## src/rars_cfg.svh

```systemverilog
// Timing constants and memory layout for the start-up sequencer
`ifndef RARS_CFG_SVH
`define RARS_CFG_SVH
`define RARS_SCLK_NS 25
`define RARS_SETTLE_CYC 12
`define RARS_PULSE_MIN 2
`define RARS_PULSE_MAX 5
`define RARS_RESET_MIN 2
`define RARS_CNT_W 4
`define RARS_ADDR_W 8
`define RARS_DATA_W 32
`define RARS_HOLD_BIT 30
`define RARS_CB_ADDR 8'h00
`define RARS_CB_WORDS 4'h4
`define RARS_NEXT_OFS 8'h02
`define RARS_POLL_GAP 4'h8
`endif

```

## src/rars_pkg.sv

```systemverilog
// Types shared by both ends of the start-up sequencer
package rars_pkg;
  typedef enum {
    RARS_DEV_RESET, RARS_DEV_SETTLE, RARS_DEV_IDLE, RARS_DEV_INIT,
    RARS_DEV_DESC, RARS_DEV_SEND, RARS_DEV_POLL, RARS_DEV_GAP
  } rars_dev_state_type;
  typedef enum {
    RARS_HOST_WAIT, RARS_HOST_PULSE, RARS_HOST_READY, RARS_HOST_LINK,
    RARS_HOST_CLEAR
  } rars_host_state_type;
endpackage : rars_pkg

```

## src/rars_if.sv

```systemverilog
// Interface joining host and device of the start-up sequencer
`timescale 1ns/1ps
`default_nettype none
interface rars_if;
  logic host_attention_pulse_n;
  logic bus_oe;
  logic mem_rd;
  logic mem_wr;
  logic [7:0] mem_addr;
  logic [31:0] mem_wdata;
  logic [31:0] mem_rdata;
  logic mem_ack;
  modport device (input host_attention_pulse_n, output bus_oe, mem_rd,
    output mem_addr, input mem_rdata, mem_ack);
  modport host (output host_attention_pulse_n, input bus_oe, mem_rd,
    input mem_addr, output mem_rdata, mem_ack, mem_wr, mem_wdata);
endinterface : rars_if
`default_nettype wire

```

## src/rars_device.sv

```systemverilog
// Device end: reset sequence, init fetch, descriptor hold polling
// Behaviour
// - Bus tristated and sequencer held in its reset state during reset
// - Reset release starts twelve-cycle final phase
// - Host waits twelve cycles before request
// - Request pulse lasts two to five cycles
// - Reset held at least two cycles
// - Request triggers init fetch then transmission
// - Poll last descriptor hold until cleared
// - Host links descriptor then clears hold
`timescale 1ns/1ps
`default_nettype none
`include "rars_cfg.svh"
module rars_device (
  input wire logic clock_i,
  input wire logic reset_i,
  rars_if.device link,
  output logic ready_o,
  output logic frame_start_o,
  output logic [31:0] frame_desc_o,
  output logic bad_pulse_o
);
  import rars_pkg::*;
  // ********************
  // Request sampling
  // ********************
  // Same clock as host, so no synchroniser
  logic [`RARS_CNT_W-1:0] width, next_width;
  logic req_prev, next_req_prev;
  logic req_seen, bad;
  always_comb begin
    next_req_prev = !link.host_attention_pulse_n;
    next_width = width;
    req_seen = 1'b0;
    bad = 1'b0;
    if (!link.host_attention_pulse_n) begin
      if (width != {`RARS_CNT_W{1'b1}}) next_width = width + 1'b1;
    end else begin
      next_width = '0;
      if (req_prev) begin
        // Pulse judged at its end, so a wrong width can be rejected
        if (width >= `RARS_PULSE_MIN && width <= `RARS_PULSE_MAX) begin
          req_seen = 1'b1;
        end else begin
          bad = 1'b1;
        end
      end
    end
  end
  always_ff @(posedge clock_i or posedge reset_i) begin
    if (reset_i) begin
      width <= '0;
      req_prev <= 1'b0;
    end else begin
      width <= next_width;
      req_prev <= next_req_prev;
    end
  end
  // ********************
  // Sequencer
  // ********************
  rars_dev_state_type state, next_state;
  logic [`RARS_CNT_W-1:0] cnt, next_cnt;
  logic [7:0] addr, next_addr;
  logic [7:0] last, next_last;
  logic [31:0] desc, next_desc;
  logic start, next_start, next_bad;
  always_comb begin
    next_state = state;
    next_cnt = cnt;
    next_addr = addr;
    next_last = last;
    next_desc = desc;
    next_start = 1'b0;
    next_bad = bad && state != RARS_DEV_IDLE ? 1'b1 : 1'b0;
    unique case (state)
      RARS_DEV_RESET: begin
        next_state = RARS_DEV_SETTLE;
        next_cnt = '0;
      end
      RARS_DEV_SETTLE: begin
        next_cnt = cnt + 1'b1;
        if (cnt == `RARS_CNT_W'(`RARS_SETTLE_CYC - 1)) begin
          next_state = RARS_DEV_IDLE;
        end
      end
      RARS_DEV_IDLE: begin
        next_bad = bad;
        if (req_seen) begin
          next_state = RARS_DEV_INIT;
          next_addr = `RARS_CB_ADDR;
          next_cnt = '0;
        end
      end
      RARS_DEV_INIT: begin
        if (link.mem_ack) begin
          next_cnt = cnt + 1'b1;
          next_addr = addr + 8'h01;
          if (cnt == `RARS_CB_WORDS - 4'h1) begin
            // Last control word points at first descriptor
            next_addr = link.mem_rdata[7:0];
            next_state = RARS_DEV_DESC;
          end
        end
      end
      RARS_DEV_DESC: begin
        if (link.mem_ack) begin
          next_desc = link.mem_rdata;
          next_last = addr;
          if (link.mem_rdata[`RARS_HOLD_BIT]) begin
            next_state = RARS_DEV_GAP;
            next_cnt = '0;
          end else begin
            next_state = RARS_DEV_SEND;
            next_start = 1'b1;
            next_addr = addr + `RARS_NEXT_OFS;
          end
        end
      end
      RARS_DEV_SEND: begin
        // Fetch next pointer; frame payload handled downstream
        if (link.mem_ack) begin
          next_addr = link.mem_rdata[7:0];
          next_state = RARS_DEV_DESC;
        end
      end
      RARS_DEV_GAP: begin
        // Spacing polls leaves the memory free for the host
        next_cnt = cnt + 1'b1;
        if (cnt == `RARS_POLL_GAP) begin
          next_state = RARS_DEV_POLL;
          next_addr = last;
        end
      end
      RARS_DEV_POLL: begin
        next_state = RARS_DEV_DESC;
      end
    endcase
  end
  always_ff @(posedge clock_i or posedge reset_i) begin
    if (reset_i) begin
      state <= RARS_DEV_RESET;
      cnt <= '0;
      addr <= '0;
      last <= '0;
      desc <= '0;
      frame_start_o <= 1'b0;
      bad_pulse_o <= 1'b0;
    end else begin
      state <= next_state;
      cnt <= next_cnt;
      addr <= next_addr;
      last <= next_last;
      desc <= next_desc;
      frame_start_o <= next_start;
      bad_pulse_o <= next_bad;
    end
  end
  assign frame_desc_o = desc;
  assign ready_o = state == RARS_DEV_IDLE;
  // Bus stays released through reset, settle and idle, until a request starts the init fetch
  assign link.bus_oe = !reset_i && state != RARS_DEV_RESET
    && state != RARS_DEV_SETTLE && state != RARS_DEV_IDLE;
  assign link.mem_rd = state == RARS_DEV_INIT || state == RARS_DEV_DESC
    || state == RARS_DEV_SEND;
  assign link.mem_addr = addr;
  // is the system's duty; one edge of reset suffices here
endmodule : rars_device
`default_nettype wire

```

## src/flat_wrapper.sv

```systemverilog
// flat-port wrapper written by rule: the top's interface ports become plain ports
module rars_device_flat import rars_pkg::*;
  (clock_i, reset_i, ready_o, frame_start_o, frame_desc_o, bad_pulse_o, link_host_attention_pulse_n, link_bus_oe, link_mem_rd, link_mem_addr, link_mem_rdata, link_mem_ack);
  rars_if link_i ();
  input wire logic clock_i;
  input wire logic reset_i;
  output logic ready_o;
  output logic frame_start_o;
  output logic [31:0] frame_desc_o;
  output logic bad_pulse_o;
  input wire logic [$bits(link_i.host_attention_pulse_n)-1:0] link_host_attention_pulse_n;
  output wire logic [$bits(link_i.bus_oe)-1:0] link_bus_oe;
  output wire logic [$bits(link_i.mem_rd)-1:0] link_mem_rd;
  output wire logic [$bits(link_i.mem_addr)-1:0] link_mem_addr;
  input wire logic [$bits(link_i.mem_rdata)-1:0] link_mem_rdata;
  input wire logic [$bits(link_i.mem_ack)-1:0] link_mem_ack;
  assign link_i.host_attention_pulse_n = link_host_attention_pulse_n;
  assign link_bus_oe = link_i.bus_oe;
  assign link_mem_rd = link_i.mem_rd;
  assign link_mem_addr = link_i.mem_addr;
  assign link_i.mem_rdata = link_mem_rdata;
  assign link_i.mem_ack = link_mem_ack;
  rars_device u_core (.clock_i(clock_i), .reset_i(reset_i), .link(link_i), .ready_o(ready_o), .frame_start_o(frame_start_o), .frame_desc_o(frame_desc_o), .bad_pulse_o(bad_pulse_o));
endmodule
```

## config.mk

```make
export PLATFORM = sky130hd
export DESIGN_NAME = rars_device_flat
export DESIGN_NICKNAME = d
export VERILOG_FILES = /design/src/rars_pkg.sv /design/src/rars_if.sv /design/src/rars_device.sv /design/src/flat_wrapper.sv
export VERILOG_INCLUDE_DIRS = /design/src
export SDC_FILE = /design/constraint.sdc
export NUM_CORES = 1
export LEC_CHECK = 0
export ABC_AREA = 0
export BUFFER_PORTS_ARGS = -buffer_cell sky130_fd_sc_hd__buf_2
export CAP_MARGIN = 20
export CORE_ASPECT_RATIO = 0.7
export CORE_MARGIN = 2
export CORE_UTILIZATION = 52
export CTS_BUF_LIST = sky130_fd_sc_hd__clkbuf_4
export DETAILED_ROUTE_END_ITERATION = 6
export GPL_TIMING_DRIVEN = 0
export PLACE_DENSITY = 0.78
export SLEW_MARGIN = 20
export SYNTH_ARGS = -nofsm -noshare
export SYNTH_HDL_FRONTEND = slang
export SYNTH_SLANG_ARGS = --single-unit
```

## constraint.sdc

```tcl
create_clock -name clock_i -period 2.21 [get_ports clock_i]
set_input_delay 0.3315 -clock clock_i [delete_from_list [all_inputs] [get_ports clock_i]]
set_output_delay 0.3315 -clock clock_i [all_outputs]
set_load 0.03 [all_outputs]
```

==> qor.yml <==
detailed_routing:
  avgViaCountPerCell: 5.565
  routedWlPerCell_microns: 15.41
  drt-initial-drc-count: 244
  drtPass1Iterations: 5
  vias: 3044
  drc: 0
  ant_nets: 0
  totalWireLength_microns: 8428
sta:
  fin_crit_sh_pct: 96.68
  hold_viol_final: 0
  finalSetupTns_ns: 0
  worst_pin_slew_ns: 0.6650
  drv_slew: 0
  period_needed_ns: 2.137
  skew_ns: 0.01642
  relSlewSlack_pct: 55.66
  rsz0062_at_grt: "yes"
  max_freq_mhz: 468.0
  setup_viol: 0
critical_path:
  start_kind: "flop"
  crit_arrival_ns: 1.81
  r2r_end: "u_core.state[0]$_DFFE_PP0P_"
  critical_path.max_fanout: 10
  reg2reg_depth: 8
  r2r_start: "u_core.width[0]$_DFFE_PP0P_"
  endpoint: "link_mem_rd"
  worstPathRequired_ns: 1.88
  critPathCaptureType: "primary output"
  reg2reg_slack_ns: 0.11
  critPathLaunch: "u_core.state[2]$_DFFE_PP0P_"
  crit_type: "reg -> out"
layout:
  nets: 508
  drive_gt1_share_pct: 27.29
  antenna_cells: 0
  n_fill_cell: 536
  fin_cells: 547
  final_area_sq_mm: 0.003950
  syn2layout_area_growth_pct: 21.42
grt:
  grt_pass1_wl_microns: 13700
  grt_max_degree: 33
  grt_usage_pct: 25.40
  antenna_found_initial: 0
  grt.overflow.total: 0
  first_global_vias: 2729
  grtUsageMet1_pct: 39.43
  met2_usage_pct: 35.00
  grt.busiest_layer: "met1"
  gr-usage-met3_pct: 6.306
placement:
  gp_congestion: 0.9391
  dpl.hpwl_microns: 6088
  post_dp_cell_area_sq_mm: 0.003769
  dp_cells: 530
  portBuffers: 79
clock_network:
  clock_latency_ns: 0.42
  tritoncts: "yes"
  numCtsBuffers: 9
  clock_path_buffers: 2
  cts-htree-levels: 3
  clk_pin_slew_ns: 0.12
  root_buffer: "clkbuf_4"
  cts_sinks: 62
power:
  peakVddDrop_mv: 0.6769
  power_leakage_nw: 2.049
  power_density_mw_per_mm2: 1549
logic_synthesis:
  muxShareOfSynthArea_pct: 0.6538
  synth_top_family_by_area: "simple AND/OR/NAND/NOR gates"
  yosys.area.top_type: "dfrtp_1"
  ys_ff_latch: 62
  synth_top_area_share_pct: 47.69
  synth_most_common_cell: "nand2_1"
  ys_warn_count: 0
  synth_compound_area_share_pct: 16.23
  synthFlopType: "dfrtp_1"
  synthesis.nets: 416
  synthesis.area_sq_mm: 0.003253
  syn_area_per_cell_sq_um: 8.745
  synth-adder-area-share_pct: 3.077
  syn_inst: 372
  async_reset_ff_share_pct: 100.0
  synthXorXnorAreaFrac_pct: 1.885
  ys_types: 58
  seq_area_frac_synth_pct: 47.69
  netlist_top_cells_count: "131 x nand2_1, 62 x dfrtp_1, 16 x nor2_1, 14 x a21oi_1"
  synth_area_leaders: "dfrtp_1 48%, nand2_1 15%, ha_1 3.1%"
  synth-simple-area-share_pct: 25.62
  synth_enable_flop_cells: 0
die:
  die_h_microns: 70.18
  io_pins: 81
  die_x_microns: 98.54
  die-area_sq_mm: 0.006915
  rows: 24
  start_util_pct: 53.10
  core_area_sq_mm: 0.006126
run:
  drv_cap: 0
outcome:
  outcome: "complete, no violations"
min_path:
  hold_path.class: "in -> reg"
[critical path, stage by stage (launching register included)]
cell and delay (ns):
dfrtp_1 0.42, clkbuf_4 0.19, clkbuf_4 0.20, clkbuf_4 0.22, o21ai_1 0.17, buf_4 0.18
[through the flow]
stage / setup slack (ns) / power (mW) / hold WS (ns) / util, %
after global placement: -0.3724 / 5.185 / 0.4510 / 61.15
after global routing: -0.01485 / 6.527 / 0.09101 / 64.48
final: 0.07332 / 6.119 / 0.09415 / 64.48
after detailed placement: 0.03157 / 5.276 / 0.3710 / 61.52
after CTS: 0.007094 / 6.070 / 0.07837 / 63.99
after floorplan: 0.2127 / 4.328 / 0.3909 / -
[report_power, final]
| part | total (mW) | switching, mW | internal, mW |
|---|---|---|---|
| Clock | 0.788 | 0.433 | 0.355 |
| Combinational | 3.39 | 2.25 | 1.14 |
| Sequential | 1.94 | 0.339 | 1.60 |
[worst min path at each step]
stage / startpoint / endpoint / depth (start not counted)
finish: link_mem_rdata[27] / u_core.frame_desc_o[27]$_DFFE_PP0P_ / 3
global route: link_mem_rdata[26] / u_core.frame_desc_o[26]$_DFFE_PP0P_ / 3
CTS: link_mem_rdata[9] / u_core.frame_desc_o[9]$_DFFE_PP0P_ / 3
detailed placement: reset_i / u_core.frame_desc_o[30]$_DFFE_PP0P_ / 2
global placement: u_core.frame_desc_o[23]$_DFFE_PP0P_ / u_core.frame_desc_o[23]$_DFFE_PP0P_ / 2
floorplan: link_host_attention_pulse_n / u_core.req_prev$_DFF_PP0_ / 1
[cell families after synthesis]
logic type,count (synthesis)
xor gates and xnor gates,7
DFF,62
adders and majority gates,8
muxes,2
and+or+nand+nor,187
AOI/OAI and AO/OA,72
buffers and inverters,34
[what timing repair did]
item,in CTS,in global routing
endpoints found under the setup margin,1,7
pin swaps,0,1
endpoints found under the hold margin,31,0
setup buffers,0,0
hold buffers,1,0
resized for setup,2,9
cloned,0,0
[sequential cells by signal, summed over array words and instances (netlist names)]
register,count
u_core.frame_start_o,1
u_core.bad_pulse_o,1
u_core.state,3
u_core.width,4
u_core.link.mem_addr,8
u_core.frame_desc_o,32
u_core.last,8
u_core.req_prev,1
u_core.cnt,4
[layout make-up]
type | count | area (sq um) | share of cell area, %
multi-input cells | 276 | 1564 | 39.59
flip-flops and latches | 62 | 1554 | 39.34
repair buffers | 81 | 427.9 | 10.83
plain buffers | 22 | 121.4 | 3.073
well taps | 78 | 97.59 | 2.471
clock buffers | 10 | 75.07 | 1.901
clock inverters | 6 | 62.56 | 1.584
inverters | 12 | 47.55 | 1.204
[metal layers]
layer | vias to the layer above | share of wire (%) | wire length (microns)
li1 | 1457 | - | -
met1 | 1432 | 48 | 4047
met2 | 134 | 42 | 3519
met3 | 21 | 8.4 | 708
met4 | 0 | 1.8 | 153
met5 | - | 0 | 0
[cells in the final DEF (no fill, tap or decap), types with 3 or more instances in the layout]
cell | Yosys | final
a211oi_1 | 3 | 3
a21oi_1 | 14 | 14
a22o_1 | 5 | 5
a31oi_1 | 7 | 7
a32o_1 | 5 | 5
and3_1 | 3 | 3
buf_2 | 12 | 88
buf_4 | 2 | 3
clkbuf_1 | 7 | 6
clkbuf_4 | 0 | 13
clkinv_2 | 0 | 3
dfrtp_1 | 62 | 60
ha_1 | 8 | 8
inv_1 | 12 | 11
nand2_1 | 131 | 130
nand2b_1 | 3 | 3
nand3_1 | 8 | 8
nor2_1 | 16 | 16
nor3_1 | 5 | 5
o211ai_1 | 3 | 3
o21ai_0 | 12 | 11
xnor2_1 | 5 | 5
No activity file was read; power rests on OpenSTA's default activity.
